===== src/verilog/rd_pack_pkg.sv =====
// shared constants and types for the six-to-eight read packer
// assumes a single 50 MHz core clock domain
package rd_pack_pkg;
  localparam int unsigned CLK_HZ       = 50_000_000;
  localparam int unsigned CHAR_BITS    = 6;
  localparam int unsigned BYTE_BITS    = 8;
  localparam int unsigned DREG_BITS    = 12;
  // read clock phases, one core cycle each
  localparam logic [3:0]  RC_STEP      = 4'h2;
  localparam logic [3:0]  RC_LOAD      = 4'h8;
  localparam logic [3:0]  RC_LAST      = 4'h9;
  // register byte offsets
  localparam logic [3:0]  OFF_CTRL     = 4'h0;
  localparam logic [3:0]  OFF_STATUS   = 4'h4;
  localparam logic [3:0]  OFF_MASK     = 4'h8;
  localparam logic [3:0]  OFF_STATE    = 4'hc;
  // status and mask bit positions
  localparam int unsigned EV_BYTE      = 0;
  localparam int unsigned EV_PAD       = 1;
  localparam int unsigned EV_STOP      = 2;
  localparam int unsigned EV_BITS      = 3;
  localparam logic [0:0]  CTRL_RESET   = 1'h0;
  localparam logic [2:0]  MASK_RESET   = 3'h0;
  // register clear masks, position 1 in bit 11
  localparam logic [11:0] CLR_LOW      = 12'hfc0;
  localparam logic [11:0] CLR_HIGH     = 12'h03f;
  localparam logic [11:0] CLR_ALL      = 12'hfff;

  typedef enum logic [1:0] {
    BC_ZERO,
    BC_ONE,
    BC_TWO,
    BC_THREE
  } byte_count_t;

  typedef enum {
    HS_IDLE,
    HS_REQ,
    HS_FALL
  } hs_state_t;

  typedef struct packed {
    logic        pad_pending;
    logic        pad_flag;
    logic        stop;
    logic        first_third;
    byte_count_t bc;
  } conv_state_t;
endpackage : rd_pack_pkg


===== src/verilog/read_six_to_eight_packer.sv =====
// read-direction six-to-eight packer with channel tag handshake and Avalon-MM registers
// assumes char_start/char_data/block_end come from same-clock tape logic;
// service_out and command_out are channel pins and are synchronised here
`timescale 1ns/10ps
module read_six_to_eight_packer #(
  parameter int unsigned ADDR_W = 4
) (
  input  wire logic              core_clk,
  input  wire logic              rst_b,
  input  wire logic [ADDR_W-1:0] avs_address,
  input  wire logic              avs_read,
  input  wire logic              avs_write,
  input  wire logic [31:0]       avs_writedata,
  output logic      [31:0]       avs_readdata,
  output logic                   avs_waitrequest,
  output logic                   irq,
  input  wire logic              char_start,
  input  wire logic [5:0]        char_data,
  input  wire logic              block_end_timing,
  input  wire logic              status_phase,
  input  wire logic              service_out,
  input  wire logic              command_out,
  output logic                   service_in,
  output logic      [7:0]        bus_in,
  output logic                   convert_pad_flag
);

  function automatic logic [7:0] sel_byte(input rd_pack_pkg::byte_count_t bc, input logic [11:0] r);
    case (bc)
      rd_pack_pkg::BC_ONE:   sel_byte = r[11:4];
      rd_pack_pkg::BC_TWO:   sel_byte = {r[11:8], r[3:0]};
      rd_pack_pkg::BC_THREE: sel_byte = r[7:0];
      default:               sel_byte = 8'h00;
    endcase
  endfunction : sel_byte

  // channel tag synchronisers
  logic        so_s1_q, so_s2_q, so_s3_q;
  logic        co_s1_q, co_s2_q, co_s3_q;
  always_ff @(posedge core_clk or negedge rst_b) begin
    if (!rst_b) begin
      so_s1_q <= 1'b0;
      so_s2_q <= 1'b0;
      so_s3_q <= 1'b0;
      co_s1_q <= 1'b0;
      co_s2_q <= 1'b0;
      co_s3_q <= 1'b0;
    end else begin
      so_s1_q <= service_out;
      so_s2_q <= so_s1_q;
      so_s3_q <= so_s2_q;
      co_s1_q <= command_out;
      co_s2_q <= co_s1_q;
      co_s3_q <= co_s2_q;
    end
  end
  wire so_rise = so_s2_q & ~so_s3_q;
  wire so_fall = ~so_s2_q & so_s3_q;
  wire co_rise = co_s2_q & ~co_s3_q;

  // registers
  logic [0:0]  ctrl_q;
  logic [2:0]  status_q, status_d;
  logic [2:0]  mask_q;
  logic        ack_q;
  logic [31:0] rdata_q;
  wire convert_en = ctrl_q[0];
  wire req        = avs_read | avs_write;
  wire take       = req & ~ack_q;
  wire done       = req & ack_q;
  wire [3:0] off  = {avs_address[3:2], 2'b00};

  // read clock
  logic        rc_run_q;
  logic [3:0]  rc_phase_q;
  wire rc_step   = rc_run_q & (rc_phase_q == rd_pack_pkg::RC_STEP);
  wire rc_load   = rc_run_q & (rc_phase_q == rd_pack_pkg::RC_LOAD);
  wire rc_strobe = rc_run_q & (rc_phase_q == rd_pack_pkg::RC_LAST);

  always_ff @(posedge core_clk or negedge rst_b) begin
    if (!rst_b) begin
      rc_run_q   <= 1'b0;
      rc_phase_q <= 4'h0;
    end else if (rc_strobe) begin
      rc_run_q   <= 1'b0;
      rc_phase_q <= 4'h0;
    end else if (rc_run_q) begin
      rc_phase_q <= rc_phase_q + 4'h1;
    end else if (char_start && convert_en) begin
      rc_run_q   <= 1'b1;
    end
  end

  // conversion state
  rd_pack_pkg::conv_state_t st_q, st_d;
  rd_pack_pkg::hs_state_t   hs_q, hs_d;
  logic [11:0] dreg_q, dreg_d;
  logic [7:0]  bus_in_q, bus_in_d;

  wire init_ev   = so_rise & status_phase & (hs_q == rd_pack_pkg::HS_IDLE);
  wire inhibit   = (st_q.bc == rd_pack_pkg::BC_ONE) & st_q.first_third;
  // full byte waits at strobe time; counter already stepped at RC_STEP, seven core cycles earlier
  wire byte_rdy  = (st_q.bc != rd_pack_pkg::BC_ZERO) & ~inhibit & ~st_q.stop;
  wire norm_req  = rc_strobe & byte_rdy & (hs_q == rd_pack_pkg::HS_IDLE);
  wire left_one  = (st_q.bc == rd_pack_pkg::BC_ONE) & st_q.first_third;
  wire left_two  = (st_q.bc == rd_pack_pkg::BC_TWO) & ~st_q.first_third & (dreg_q[3:0] != 4'h0);
  wire left_thr  = (st_q.bc == rd_pack_pkg::BC_THREE) & st_q.first_third & (dreg_q[7:6] != 2'h0);
  wire pad_req   = block_end_timing & convert_en & ~st_q.stop & (hs_q == rd_pack_pkg::HS_IDLE)
                   & (left_one | left_two | left_thr);
  wire [7:0] pad_byte = left_one ? {dreg_q[11:6], 2'b00} :
                        left_two ? {4'h0, dreg_q[3:0]} :
                                   {dreg_q[7:6], 6'h00};
  wire accept    = so_rise & (hs_q == rd_pack_pkg::HS_REQ);
  wire refuse    = co_rise & (hs_q == rd_pack_pkg::HS_REQ) & ~so_rise;
  wire [11:0] fall_mask = (st_q.bc == rd_pack_pkg::BC_TWO)   ? rd_pack_pkg::CLR_LOW :
                          (st_q.bc == rd_pack_pkg::BC_THREE) ? rd_pack_pkg::CLR_HIGH :
                                                               rd_pack_pkg::CLR_ALL;
  wire do_fall   = so_fall & (hs_q == rd_pack_pkg::HS_FALL);

  always_comb begin
    st_d     = st_q;
    hs_d     = hs_q;
    bus_in_d = bus_in_q;
    dreg_d   = dreg_q;
    if (init_ev) begin
      st_d.bc          = rd_pack_pkg::BC_ONE;
      st_d.first_third = 1'b0;
      st_d.stop        = 1'b0;
      st_d.pad_flag    = 1'b0;
      st_d.pad_pending = 1'b0;
      dreg_d           = 12'h000;
    end else begin
      if (do_fall) begin
        dreg_d = dreg_q & ~fall_mask;
        hs_d   = rd_pack_pkg::HS_IDLE;
      end
      if (rc_load) begin
        if (st_q.first_third) begin
          dreg_d[11:6] = char_data;
        end else begin
          dreg_d[5:0] = char_data;
        end
      end
      if (accept) begin
        hs_d = rd_pack_pkg::HS_FALL;
        if (st_q.pad_pending) begin
          st_d.bc          = rd_pack_pkg::BC_ZERO;
          st_d.pad_pending = 1'b0;
        end else begin
          st_d.bc = rd_pack_pkg::byte_count_t'(st_q.bc + 2'h1);
        end
      end else if (refuse) begin
        st_d.stop        = 1'b1;
        st_d.pad_pending = 1'b0;
        hs_d             = rd_pack_pkg::HS_IDLE;
      end else if (rc_step) begin
        st_d.first_third = ~st_q.first_third;
        if (st_q.bc == rd_pack_pkg::BC_ZERO) begin
          st_d.bc = rd_pack_pkg::BC_ONE;
        end
      end else if (pad_req) begin
        hs_d             = rd_pack_pkg::HS_REQ;
        bus_in_d         = pad_byte;
        st_d.pad_flag    = 1'b1;
        st_d.pad_pending = 1'b1;
      end else if (norm_req) begin
        hs_d     = rd_pack_pkg::HS_REQ;
        bus_in_d = sel_byte(st_q.bc, dreg_q);
      end
    end
  end

  always_ff @(posedge core_clk or negedge rst_b) begin
    if (!rst_b) begin
      st_q     <= '0;
      hs_q     <= rd_pack_pkg::HS_IDLE;
      dreg_q   <= 12'h000;
      bus_in_q <= 8'h00;
    end else begin
      st_q     <= st_d;
      hs_q     <= hs_d;
      dreg_q   <= dreg_d;
      bus_in_q <= bus_in_d;
    end
  end

  // request drops three core cycles after the channel answers, once the synchronised edge is seen
  assign service_in       = (hs_q == rd_pack_pkg::HS_REQ);
  assign bus_in           = bus_in_q;
  assign convert_pad_flag = st_q.pad_flag;

  // events and register file
  logic [2:0] ev;
  always_comb begin
    ev                      = 3'h0;
    ev[rd_pack_pkg::EV_BYTE] = accept;
    ev[rd_pack_pkg::EV_PAD]  = pad_req & ~init_ev & ~accept & ~refuse & ~rc_step;
    ev[rd_pack_pkg::EV_STOP] = refuse & ~init_ev;
  end
  wire status_rd = done & avs_read & (off == rd_pack_pkg::OFF_STATUS);
  // set wins over the read clear
  always_comb begin
    status_d = status_q;
    if (status_rd) begin
      // rdata was captured a cycle earlier; an event landing since then must survive
      status_d = status_q & ~rdata_q[2:0];
    end
    status_d = status_d | ev;
  end

  wire [31:0] rd_mux = (off == rd_pack_pkg::OFF_CTRL)   ? {31'h0, ctrl_q} :
                       (off == rd_pack_pkg::OFF_STATUS) ? {29'h0, status_q} :
                       (off == rd_pack_pkg::OFF_MASK)   ? {29'h0, mask_q} :
                       {26'h0, st_q.pad_pending, st_q.pad_flag, st_q.stop, st_q.first_third, st_q.bc};

  always_ff @(posedge core_clk or negedge rst_b) begin
    if (!rst_b) begin
      ctrl_q   <= rd_pack_pkg::CTRL_RESET;
      mask_q   <= rd_pack_pkg::MASK_RESET;
      status_q <= 3'h0;
      ack_q    <= 1'b0;
      rdata_q  <= 32'h0000_0000;
    end else begin
      status_q <= status_d;
      ack_q    <= take;
      if (take && avs_read) begin
        rdata_q <= rd_mux;
      end
      if (done && avs_write && off == rd_pack_pkg::OFF_CTRL) begin
        ctrl_q <= avs_writedata[0:0];
      end
      if (done && avs_write && off == rd_pack_pkg::OFF_MASK) begin
        mask_q <= avs_writedata[2:0];
      end
    end
  end
  assign avs_waitrequest = req & ~ack_q;
  assign avs_readdata    = rdata_q;
  assign irq             = |(status_q & mask_q);
endmodule : read_six_to_eight_packer

===== config.mk =====
export PLATFORM = sky130hd
export DESIGN_NAME = read_six_to_eight_packer
export DESIGN_NICKNAME = d
export VERILOG_FILES = /design/src/verilog/rd_pack_pkg.sv /design/src/verilog/read_six_to_eight_packer.sv
export SDC_FILE = /design/constraint.sdc
export NUM_CORES = 1
export LEC_CHECK = 0
export ABC_CLOCK_PERIOD_IN_PS = 6700
export BUFFER_PORTS_ARGS = -buffer_cell sky130_fd_sc_hd__clkbuf_2
export CAP_MARGIN = 10
export CORE_ASPECT_RATIO = 0.6
export CORE_UTILIZATION = 30
export CTS_CLUSTER_DIAMETER = 150
export DETAILED_ROUTE_END_ITERATION = 10
export GPL_TIMING_DRIVEN = 0
export PLACE_DENSITY = 0.57
export SYNTH_ARGS = -nofsm -noshare
export SYNTH_HDL_FRONTEND = slang
export SYNTH_SLANG_ARGS = --single-unit
export TNS_END_PERCENT = 30

===== constraint.sdc =====
create_clock -name core_clk -period 6.7 [get_ports core_clk]
set_input_delay 1.675 -clock core_clk [delete_from_list [all_inputs] [get_ports core_clk]]
set_output_delay 1.675 -clock core_clk [all_outputs]
set_load 0.1 [all_outputs]

# Word level (Yosys, flattened, before mapping)
# Cells that the tools add are included.
# W data, S select, Z words.
[word_totals]
memories = 0
latch_bits = 0
output_inout_bits = 44
ram_bits = 0
inputBits = 51
register_bits = 109
mem_bits_ro = 0
[op_classes]
bitwise_logic = 55
magnitude_cmp = 0
shifts = 0
eq_ne = 15
muxes = 40
n_mul = 0
n_div = 0
reduce_logical = 26
add_sub_neg = 2
[ops]
columns = ["op", "count"]
rows = [
  ["$mux W32", 6],
  ["$mux W12", 5],
  ["$mux W6", 6],
  ["$and A1 B1 Y1", 34],
  ["$eq A32 B2 Y1 const B", 1],
  ["$eq A32 B3 Y1 const B", 1],
  ["$logic_not A32 Y1", 1],
  ["$mux W8", 4],
  ["$pmux W8 S3", 1],
  ["$reduce_bool A2 Y1", 7],
  ["$and A12 B12 Y12", 1],
  ["$mux W3", 4],
  ["$not A1 Y1", 12],
  ["$not A12 Y12", 1],
  ["$mux W2", 5],
  ["$eq A4 B4 Y1 const B", 2],
  ["$mux W4", 2],
  ["$reduce_bool A4 Y1", 2],
  ["$mux W1", 7],
  ["$and A3 B3 Y3", 2],
  ["$eq A2 B2 Y1 const B", 3],
  ["$reduce_and A3 Y1", 2],
  ["$reduce_bool A3 Y1", 2],
  ["$logic_and A1 B1 Y1", 5],
  ["other kinds (17)", 22],
]

# Longest topological paths before layout
# Gate-level depths: netlist of run 1.
[depth]
depth_word = 12
mapped_depth = 8
mapped_depth_nobuf = 7

# Least setup slack after synthesis of run 1
# Ideal clock, no wire load.
[synth_timing]
kind = "input -> output"
start = "input avs_write"
end = "output avs_waitrequest"
slack_ns = 2.038
cell_stages = 2
required_time_ns = 5.025
t_arrival_ns = 2.987
n_path_buf = 0
path_cell_list = "nor2_1 > nor2_1"
[synth_via]
elab_chain_cells = 2
[synth_lines]
columns = ["item", "line", "source"]
rows = [
  ["from (decl)", "read_six_to_eight_packer.sv:12", "input wire logic avs_write,"],
  ["$or A1 B1 Y1", "read_six_to_eight_packer.sv:68", "wire req = avs_read | avs_write;"],
  ["$and A1 B1 Y1", "read_six_to_eight_packer.sv:237", "assign avs_waitrequest = req & ~ack_q;"],
  ["to (decl)", "read_six_to_eight_packer.sv:15", "output logic avs_waitrequest,"],
]
# Every way passes these cells.

# Worst setup path after layout of run 1
[layout_timing]
start = "register hs_q[13]"
end = "output service_in"
[layout_via]
elab_chain_cells = 1
[layout_lines]
columns = ["item", "line", "source"]
rows = [
  ["from (decl)", "read_six_to_eight_packer.sv:96", "rd_pack_pkg::hs_state_t hs_q, hs_d;"],
  ["from (signal assigned)", "read_six_to_eight_packer.sv:176", "hs_q <= rd_pack_pkg::HS_IDLE;"],
  ["from (signal assigned)", "read_six_to_eight_packer.sv:181", "hs_q <= hs_d;"],
  ["$eq A32 B2 Y1", "read_six_to_eight_packer.sv:188", "assign service_in = (hs_q == rd_pack_pkg::HS_REQ);"],
  ["to (decl)", "read_six_to_eight_packer.sv:23", "output logic service_in,"],
]
# Every way passes these cells.

==> impl_metrics.py, run 1 <==
metrics = {
    "outcome": {
        "outcome": "completed",
    },
    "place": {
        "port_buffers": 37,
        "place.gp.congestion": 0.812,
        "hpwl_um": 6810,
        "dpl_cell_area_mm2": 0.00446,
    },
    "finish": {
        "insertedDiodeCount": 0,
        "nets": 502,
        "area_growth_pct": 20.6,
        "fin_area_mm2": 0.00475,
        "layout-drive-gt1-share_pct": 23.2,
    },
    "global_routing": {
        "grt_max_degree": 67,
        "grt_pass1_vias": 2756,
        "grt_util_met3_pct": 4.95,
        "antenna_found_initial": 0,
        "track_usage_pct": 14.4,
        "gr-usage-met1_pct": 22.4,
        "grt_pass1_wl_um": 14700,
        "grt.busiest_layer": "met1",
        "grt_util_met2_pct": 17.8,
        "grt.overflow.total": 0,
    },
    "floorplan": {
        "pin_count": 95,
        "dieArea_mm2": 0.0136,
        "die_height_um": 90.8,
        "die_x_um": 150,
        "core_area_mm2": 0.0128,
        "initial_core_util_pct": 30.8,
        "row_count": 32,
    },
    "yosys": {
        "synthesis.area_mm2": 0.00394,
        "synth_common_cells": "83 x dfrtp_1, 37 x clkbuf_1, 28 x nand2_1",
        "synth_edf_count": 0,
        "ys_ff_latch": 83,
        "ys_types": 58,
        "synthCells": 369,
        "yosysSeqAreaShare_pct": 52.7,
        "yosys_warnings": 0,
        "yosys-top-cells-area": "dfrtp_1 53%, buf_4 5.0%, clkbuf_1 3.5%, mux2i_1 3.3%, o21ai_0 3.2%",
        "synth_top_area_cell": "dfrtp_1",
        "yosysMostFrequentCell": "dfrtp_1",
        "synth_top_area_share_pct": 52.7,
        "syn_area_per_cell_um2": 10.7,
        "ys_async_sr_fraction_pct": 100,
        "synthFlopType": "dfrtp_1",
    },
    "timing": {
        "rsz0062_at_grt": "false",
        "hold_violations": 0,
        "final-setup-viol-count": 0,
        "tns_ns": 0,
        "fmax_mhz": 227,
        "slew_headroom_pct": 54.0,
        "finalMaxSlewViolations": 0,
        "worst_pin_slew_ns": 0.684,
        "clock_skew_ns": 0.0130,
        "fin_crit_ns": 4.41,
        "finalCritPeriodShare_pct": 65.9,
    },
    "critical_path": {
        "cp_slowest_cell": "clkbuf_2",
        "r2r_slack_ns": 4.15,
        "cp-start-kind": "flop",
        "path_class": "flop to output pin",
        "crit_chain": "nor4_1 > nand4_1 > or2_1 > clkbuf_1 > nor2_1 > clkbuf_2",
        "arrival_ns": 2.74,
        "end_kind": "output pin",
        "critPathTopFamily": "simple AND/OR/NAND/NOR gates",
        "required_ns": 5.03,
        "cp_num_buf_inv": 2,
        "cp_max_fo": 10,
        "cp_slowest_stage_delay_ns": 0.48,
    },
    "clock_network": {
        "cts.sinks": 83,
        "clock_latency_ns": 0.35,
        "cts_buffer_depth": 2,
        "ctsRootBufferMaster": "clkbuf_16",
        "htree_levels": 3,
        "post-cts-setup-buffers": 0,
        "ctsResizeCount": 0,
        "cts_tree": "done",
        "clk_pin_slew_worst_paths_ns": 0.06,
        "hold_buffers": 0,
        "numCtsBuffers": 9,
    },
    "routing": {
        "via_count": 2826,
        "wl_um": 8940,
        "drc": 0,
        "drtAntennaViolNets": 0,
        "wl_per_cell_um": 14.5,
        "via_per_inst": 4.57,
        "initialDrtViolationCount": 223,
        "first_pass_iters": 4,
    },
    "power_and_ir_drop": {
        "power.density_mw_per_mm2": 422,
        "power.leakage_nw": 2.35,
        "max-vdd-ir-drop_v": 0.000144,
    },
    "hold_path": {
        "hold_path.class": "flop to flop",
    },
    "flow_run": {
        "cap_violations": 0,
    },
}
==> power breakdown <==
part / internal (mW) / switching (mW)
Combinational: 0.226 / 0.586
Clock: 0.265 / 0.212
Sequential: 0.605 / 0.112
==> metal layers <==
layer	vias to the layer above	wire length, um
li1	1377	-
met1	1358	4820
met2	82	3400
met3	9	650
met4	0	65
met5	-	0
==> flip-flops by register name (all words and copies together), names as in the netlist, 3 cells and up <==
register and cells:
rc_phase_q 4, status_q 3, bus_in 8, mask_q 3, hs_q 32, dreg_q 12
st_q 5, avs_readdata 6
==> cell families (layout without fill, tap and decap cells) <==
kind of cell	after synthesis	in the layout	synth area share, %
AOI/OAI and AO/OA	67	67	11.3
xor gates and xnor gates	1	1	0.222
adders and majority gates	8	8	2.54
buffers and inverters	73	127	9.65
DFF	83	83	52.7
muxes	29	29	8.92
other	1	26	0.0952
and+or+nand+nor	107	107	14.6
==> layout by cell type, fill, tap and decap left out, types with 5 or more instances in the layout <==
cell type and n:
mux2_2 7, a21oi_1 10, mux2i_1 13, nor2_1 24
nor3_1 5, clkbuf_1 37, ha_1 8, buf_4 26
nand2b_1 7, clkbuf_2 36, o21ai_0 25, nand2_1 28
nor4_1 9, dfrtp_1 83, conb_1 26, clkbuf_16 9
nand4_1 7, inv_1 7, mux2_4 8
==> worst paths after layout <==
kind | from | end | depth (start not counted)
min reg2reg | co_s1_q$_DFF_PN0_ | co_s2_q$_DFF_PN0_ | 0
max | hs_q[13]$_DFFE_PN0P_ | service_in | 6
min in group asynchronous | rst_b | hs_q[15]$_DFFE_PN0P_ | 1
min | co_s1_q$_DFF_PN0_ | co_s2_q$_DFF_PN0_ | 0
max in group asynchronous | rst_b | bus_in[7]$_DFFE_PN0P_ | 2
max reg2reg | st_q[0]$_DFFE_PN0P_ | bus_in[3]$_DFFE_PN0P_ | 8
==> area by class of cell <==
| cell class | instances | area [um2] |
|---|---|---|
| multi-input cells | 238 | 1580 |
| fillers | 1304 | 8060 |
| well taps | 170 | 213 |
| inverters | 7 | 26.3 |
| clock buffers | 10 | 239 |
| flip-flops and latches | 83 | 2080 |
| repair buffers | 38 | 215 |
| clock inverters | 6 | 50.0 |
| plain buffers | 66 | 354 |
==> stage by stage <==
stage	hold slack (ns)	cells	power, mW	worst slack (ns)	util (%)
2_1_floorplan	0.331	394	1.36	2.04	-
3_3_place_gp	0.335	601	1.51	2.62	34.6
3_5_place_dp	0.336	602	1.53	2.61	34.8
4_1_cts	0.351	618	2.02	2.26	37.1
5_1_grt	0.360	618	2.11	2.04	37.1
6_report	0.350	618	2.01	2.29	37.1
==> worst reg2reg max path: stages (launching register included) <==
cell and delay, ns:
dfrtp_1 0.44, inv_1 0.11, ha_1 0.37, and2b_4 0.27, a2bb2oi_4 0.09, or3_4 0.41, a211o_1 0.28, buf_6 0.16
mux2_4 0.30
(Power assumes the default switching activity.)
==> run 2: changes to the inputs <==
--- a/config.mk
+++ b/config.mk
@@ -5,7 +5,8 @@
 export SDC_FILE = /design/constraint.sdc
 export NUM_CORES = 1
 export LEC_CHECK = 0
-export ABC_CLOCK_PERIOD_IN_PS = 6700
+export ABC_AREA = 1
+export ABC_CLOCK_PERIOD_IN_PS = 4300
 export BUFFER_PORTS_ARGS = -buffer_cell sky130_fd_sc_hd__clkbuf_2
 export CAP_MARGIN = 10
 export CORE_ASPECT_RATIO = 0.6
@@ -13,7 +14,7 @@
 export CTS_CLUSTER_DIAMETER = 150
 export DETAILED_ROUTE_END_ITERATION = 10
 export GPL_TIMING_DRIVEN = 0
-export PLACE_DENSITY = 0.57
+export PLACE_DENSITY = 0.56
 export SYNTH_ARGS = -nofsm -noshare
 export SYNTH_HDL_FRONTEND = slang
 export SYNTH_SLANG_ARGS = --single-unit
==> constraint.sdc (replaced) <==
create_clock -name core_clk -period 4.3 [get_ports core_clk]
set_input_delay 1.075 -clock core_clk [delete_from_list [all_inputs] [get_ports core_clk]]
set_output_delay 1.075 -clock core_clk [all_outputs]
set_load 0.1 [all_outputs]
==> run 2 against run 1 <==
Against the previous run: clock-buffer cell count fell by 1; clock skew fell by 0.0047 ns; worst hold slack improved by 0.0084 ns; setup slack got worse by 1.0 ns; synthesized cell count rose by 35%; power rose by 59%; register-to-register slack got worse by 1.9 ns; die area rose by 6.3%; core utilization fell by 0.40 points; wire length rose by 5.6%; cell count rose by 22%; critical path depth rose by 2; highest routed layer unchanged.
==> impl_metrics.py, run 2 <==
metrics = {
    "critical_path": {
        "path_class": "flop to output pin",
        "cp_num_buf_inv": 3,
        "cp-start-kind": "flop",
        "r2r_slack_ns": 2.26,
        "critPathTopFamily": "buffers and inverters",
        "r2r_end": "bus_in[7]$_DFFE_PN0P_",
        "reg2reg_from": "st_q[0]$_DFFE_PN0P_",
        "required_ns": 3.22,
        "end_kind": "output pin",
        "cp_slowest_cell": "clkbuf_2",
        "startpoint": "hs_q[13]$_DFFE_PN0P_",
        "worstRegToRegCells": 11,
        "arrival_ns": 1.95,
        "cp-endpoint": "service_in",
        "cp_max_fo": 5,
        "cp_slowest_stage_delay_ns": 0.45,
        "critical_path_depth": 8,
        "crit_chain": "nor2_1 > nand2_1 > nor2_2 > inv_1 > nor2_4 > nand2_1 > inv_1 > clkbuf_2",
    },
    "finish": {
        "largest_reg_flops": 32,
        "final_common_cell": "nand2_1",
        "insertedDiodeCount": 0,
        "final_cell_mix": "110 x nand2_1, 83 x dfrtp_1, 54 x inv_1",
        "area_growth_pct": 19.2,
        "layout-drive-gt1-share_pct": 18.7,
        "regMostFlops": "hs_q",
        "nets": 632,
    },
    "floorplan": {
        "core_area_mm2": 0.0136,
        "initial_core_util_pct": 30.8,
        "die_height_um": 93.6,
        "pin_count": 95,
        "dieArea_mm2": 0.0145,
        "row_count": 33,
        "die_x_um": 155,
    },
    "yosys": {
        "synth_common_cells": "110 x nand2_1, 83 x dfrtp_1, 54 x inv_1",
        "yosysSeqAreaShare_pct": 49.5,
        "synth_edf_count": 0,
        "synthesis.area_mm2": 0.00419,
        "synth_top_area_share_pct": 49.5,
        "ys_ff_latch": 83,
        "syn_area_per_cell_um2": 8.40,
        "yosys-top-cells-area": "dfrtp_1 50%, nand2_1 9.8%, inv_1 4.8%, buf_4 4.7%, nor2_1 3.8%",
        "synthFlopType": "dfrtp_1",
        "ys_types": 39,
        "yosysMostFrequentCell": "nand2_1",
        "synth_top_area_cell": "dfrtp_1",
        "synthCells": 499,
        "yosys_warnings": 0,
        "ys_async_sr_fraction_pct": 100,
    },
    "place": {
        "place.gp.congestion": 0.863,
        "port_buffers": 37,
        "place_ws_ns": 1.41,
        "hpwl_um": 7380,
    },
    "timing": {
        "finalMaxSlewViolations": 0,
        "slew_headroom_pct": 56.6,
        "fin_crit_ns": 3.03,
        "worst_pin_slew_ns": 0.645,
        "hold_violations": 0,
        "hold_slack_ns": 0.358,
        "finalCritPeriodShare_pct": 70.4,
        "final-setup-viol-count": 0,
        "fmax_mhz": 330,
        "rsz0062_at_grt": "false",
        "clock_skew_ns": 0.00822,
        "fin_ws_ns": 1.27,
        "tns_ns": 0,
    },
    "power_and_ir_drop": {
        "max-vdd-ir-drop_v": 0.000260,
        "swShare_pct": 47.1,
        "power.density_mw_per_mm2": 637,
        "power.leakage_nw": 2.70,
        "internal_power_mw": 1.68,
        "p_switching_mw": 1.50,
        "seqPwrFrac_pct": 34.6,
        "power.share.clock_pct": 22.6,
        "combPwrFrac_pct": 42.7,
    },
    "routing": {
        "drtAntennaViolNets": 0,
        "top_layer": "met4",
        "first_pass_iters": 4,
        "initialDrtViolationCount": 224,
        "wl_per_cell_um": 12.5,
        "met2_wirelength_um": 3630,
        "wl_met3_um": 417,
        "drc": 0,
        "via_per_inst": 4.31,
        "wl_um": 9440,
        "wl_met1_um": 5310,
        "via_count": 3248,
    },
    "global_routing": {
        "grt_max_degree": 60,
        "grt_pass1_vias": 3134,
        "track_usage_pct": 14.6,
        "antenna_found_initial": 0,
        "grt_pass1_wl_um": 16300,
        "grt.overflow.total": 0,
    },
    "clock_network": {
        "htree_levels": 3,
        "ctsResizeCount": 0,
        "numCtsBuffers": 9,
        "cts.sinks": 83,
        "clk_pin_slew_worst_paths_ns": 0.07,
        "cts_buffer_depth": 2,
        "hold_buffers": 0,
        "post-cts-setup-buffers": 0,
        "ctsRootBufferMaster": "clkbuf_16",
        "cts_tree": "done",
        "clock_latency_ns": 0.34,
    },
    "hold_path": {
        "min-delay-start": "so_s1_q$_DFF_PN0_",
        "hold_path.class": "flop to flop",
    },
    "flow_run": {
        "cap_violations": 0,
    },
    "outcome": {
        "outcome": "completed",
    },
}
## run 2: cell count changes after synthesis, moves of 8 or more
cell	change
nor4_1	-8
mux2_4	-8
nand2_1	+82
mux2i_1	-13
inv_1	+47
nand3_1	+25
o22ai_1	+9
nor2_1	+18
## run 2: metrics by stage
stage	utilization [%]	instances	instance area, um2	power (mW)
after global placement	34.4	736	4690	2.44
after CTS	36.7	753	5000	3.20
after detailed placement	34.6	737	4720	2.47
after floorplan	-	524	4290	2.17
after global routing	36.7	753	5000	3.40
final	36.7	753	5000	3.18
## run 2: cell type report
cell class,instances,area [um2]
fill,1393,8630
sequential,83,2080
buffer,66,374
timing repair buffer,38,215
clock buffer,9,225
tap,175,219
multi-input combinational,319,1630
clock inverter,7,51.3
inverter,56,210
## run 2: worst min path at each step
stage	to	slack [ns]	cells past startpoint
global route	so_s2_q$_DFF_PN0_	0.36	0
finish	so_s2_q$_DFF_PN0_	0.36	0
CTS	so_s2_q$_DFF_PN0_	0.37	0
floorplan	co_s2_q$_DFF_PN0_	0.33	0
detailed placement	so_s2_q$_DFF_PN0_	0.35	0
global placement	so_s2_q$_DFF_PN0_	0.35	0
## run 2: cell families (layout without fill, tap and decap cells)
logic type / Yosys count / in the layout / synth area share (%)
AOI/OAI and AO/OA: 67 / 67 / 8.74
DFF: 83 / 83 / 49.5
adders and majority gates: 8 / 8 / 2.39
xor gates and xnor gates: 1 / 1 / 0.209
and+or+nand+nor: 217 / 217 / 25.1
other: 1 / 26 / 0.0894
buffers and inverters: 122 / 176 / 13.9
## run 2: power by group through the flow
stage | logic, mW | registers [mW] | clock network (mW)
global placement | 1.33 | 1.10 | 0
floorplan | 0.849 | 1.33 | 0
global route | 1.50 | 1.13 | 0.779
detailed placement | 1.36 | 1.11 | 0
finish | 1.36 | 1.10 | 0.720
CTS | 1.36 | 1.10 | 0.744
## run 2: worst reg2reg max path: cells and delay by family, from the launching register on
| family | cells | cell delay, ns |
|---|---|---|
| fa+ha+maj | 1 | 0.34 |
| buf+inv | 2 | 0.24 |
| simple gates | 8 | 0.94 |
| flops | 1 | 0.43 |
## run 2: layer usage
layer  GRT usage, %  vias up
li1               -     1660
met1           22.2     1504
met2           19.5       75
met3           3.94        9
met4           4.87        0
met5              0        -
==> run 3: changes to the inputs <==
--- a/config.mk
+++ b/config.mk
@@ -6,7 +6,7 @@
 export NUM_CORES = 1
 export LEC_CHECK = 0
 export ABC_AREA = 1
-export ABC_CLOCK_PERIOD_IN_PS = 4300
+export ABC_CLOCK_PERIOD_IN_PS = 2800
 export BUFFER_PORTS_ARGS = -buffer_cell sky130_fd_sc_hd__clkbuf_2
 export CAP_MARGIN = 10
 export CORE_ASPECT_RATIO = 0.6
==> constraint.sdc (replaced) <==
create_clock -name core_clk -period 2.8 [get_ports core_clk]
set_input_delay 0.7 -clock core_clk [delete_from_list [all_inputs] [get_ports core_clk]]
set_output_delay 0.7 -clock core_clk [all_outputs]
set_load 0.1 [all_outputs]
==> run 3 against run 2 <==
Against the previous run: clock power rose by 54%; cell count did not move; wire length did not move; via count did not move; critical path type unchanged; global-route usage did not move; power rose by 54%; largest cell class unchanged; critical path depth did not move; worst hold slack got worse by 0.050 ns; cell area barely moved; setup slack got worse by 1.0 ns.
==> impl_metrics.py, run 3 (synthesized netlist as in run 2, its figures left out) <==
metrics = {
    "outcome": {
        "outcome": "completed",
    },
    "floorplan": {
        "row_count": 33,
        "die_height_um": 93.6,
        "die_x_um": 155,
        "pin_count": 95,
        "initial_core_util_pct": 30.8,
        "core_area_mm2": 0.0136,
        "dieArea_mm2": 0.0145,
    },
    "clock_network": {
        "clk_pin_slew_worst_paths_ns": 0.07,
        "numCtsBuffers": 9,
        "ctsRootBufferMaster": "clkbuf_16",
        "clock_latency_ns": 0.34,
        "cts_buffer_depth": 2,
        "cts.sinks": 83,
        "htree_levels": 3,
        "hold_buffers": 0,
        "cts_tree": "done",
    },
    "finish": {
        "largest_reg_flops": 32,
        "regMostFlops": "hs_q",
        "nets": 632,
        "insertedDiodeCount": 0,
        "layout.cells.non_filler": 753,
        "area_growth_pct": 19.2,
        "final_cell_mix": "110 x nand2_1, 83 x dfrtp_1, 54 x inv_1",
        "final_common_cell": "nand2_1",
        "layout-drive-gt1-share_pct": 18.7,
    },
    "critical_path": {
        "arrival_ns": 1.82,
        "reg2reg_from": "st_q[0]$_DFFE_PN0P_",
        "cp_max_fo": 5,
        "end_kind": "output pin",
        "startpoint": "hs_q[13]$_DFFE_PN0P_",
        "cp-start-kind": "flop",
        "path_class": "flop to output pin",
        "required_ns": 2.10,
    },
    "timing": {
        "rsz0062_at_grt": "false",
        "slew_headroom_pct": 56.6,
        "clock_skew_ns": 0.00822,
        "worst_pin_slew_ns": 0.645,
        "finalCritPeriodShare_pct": 90.2,
        "tns_ns": 0,
        "finalMaxSlewViolations": 0,
        "fin_crit_ns": 2.52,
        "fmax_mhz": 396,
        "hold_violations": 0,
        "final-setup-viol-count": 0,
        "fin_ws_ns": 0.276,
    },
    "power_and_ir_drop": {
        "max-vdd-ir-drop_v": 0.000399,
        "finalPower_mw": 4.89,
        "power.leakage_nw": 2.70,
        "power.density_mw_per_mm2": 978,
    },
    "flow_run": {
        "cap_violations": 0,
    },
    "global_routing": {
        "grt_pass1_wl_um": 16300,
        "grt_pass1_vias": 3134,
        "grt_max_degree": 60,
        "grt.overflow.total": 0,
        "track_usage_pct": 14.6,
        "antenna_found_initial": 0,
    },
    "place": {
        "port_buffers": 37,
        "place_ws_ns": 0.484,
        "placed_cells": 737,
        "hpwl_um": 7380,
        "place.gp.congestion": 0.863,
    },
    "routing": {
        "initialDrtViolationCount": 224,
        "wl_per_cell_um": 12.5,
        "wl_um": 9440,
        "first_pass_iters": 4,
        "via_per_inst": 4.31,
        "drtAntennaViolNets": 0,
        "drc": 0,
        "via_count": 3248,
    },
    "hold_path": {
        "hold_path.class": "input port to asynchronous set/reset pin",
    },
}
## run 3: changes by cell type in the layout (fill, tap and decap cells not counted)
cell	before	now
clkbuf_2	38	37
clkbuf_4	1	2
## run 3: per-stage QoR
stage	hold WS [ns]	instance area [um2]	util, %
global placement	0.350	4690	34.4
global route	0.322	5000	36.7
finish	0.308	5000	36.7
floorplan	0.331	4290	-
detailed placement	0.352	4720	34.6
CTS	0.317	5000	36.7
## run 3: routing by layer
metal	track usage, %	part of all wire [%]	wire length [um]	vias up
met3	3.94	4.4	417	9
met4	4.87	0.84	79	0
met5	0	0	0	-
met2	19.5	38	3630	75
li1	-	-	-	1660
met1	22.2	56	5310	1504
## run 3: final timing paths
path                            slack [ns]  cells after the start                            to
worst max-delay path                  0.28                      8                    service_in
worst min-delay path                  0.31                      1  convert_pad_flag$_DFFE_PN0P_
worst max register to register        0.76                     11         bus_in[7]$_DFFE_PN0P_
worst min register to register        0.36                      0             so_s2_q$_DFF_PN0_
max in group asynchronous             1.89                      2          hs_q[15]$_DFFE_PN0P_
min in group core_clk                 0.36                      0             so_s2_q$_DFF_PN0_
## run 3: repair_timing
item,4_1_cts,5_1_grt
hold endpoints to repair,0,0
endpoints found under the setup margin,0,1
buffers inserted,0,0
resized for setup,0,2
## run 3: layout make-up
type | instances | area [um2]
fill | 1392 | 8630
sequential | 83 | 2080
multi-input combinational | 319 | 1630
buffer | 66 | 374
clock buffer | 9 | 225
tap | 175 | 219
timing repair buffer | 38 | 218
inverter | 56 | 210
clock inverter | 7 | 51.3
## run 3: where the power goes
group	leakage, nW	internal [mW]	switching, mW
Combinational	1.47	0.528	1.56
Sequential	1.10	1.46	0.236
Clock	0.132	0.605	0.501
Total	2.70	2.59	2.30
## run 3: worst max-delay path: stages (launching register included)
cell and delay [ns]:
dfrtp_1 0.38, nor2_1 0.10, nand2_1 0.06, nor2_2 0.19, inv_1 0.10, nor2_4 0.17
nand2_1 0.08, inv_1 0.08, clkbuf_4 0.32
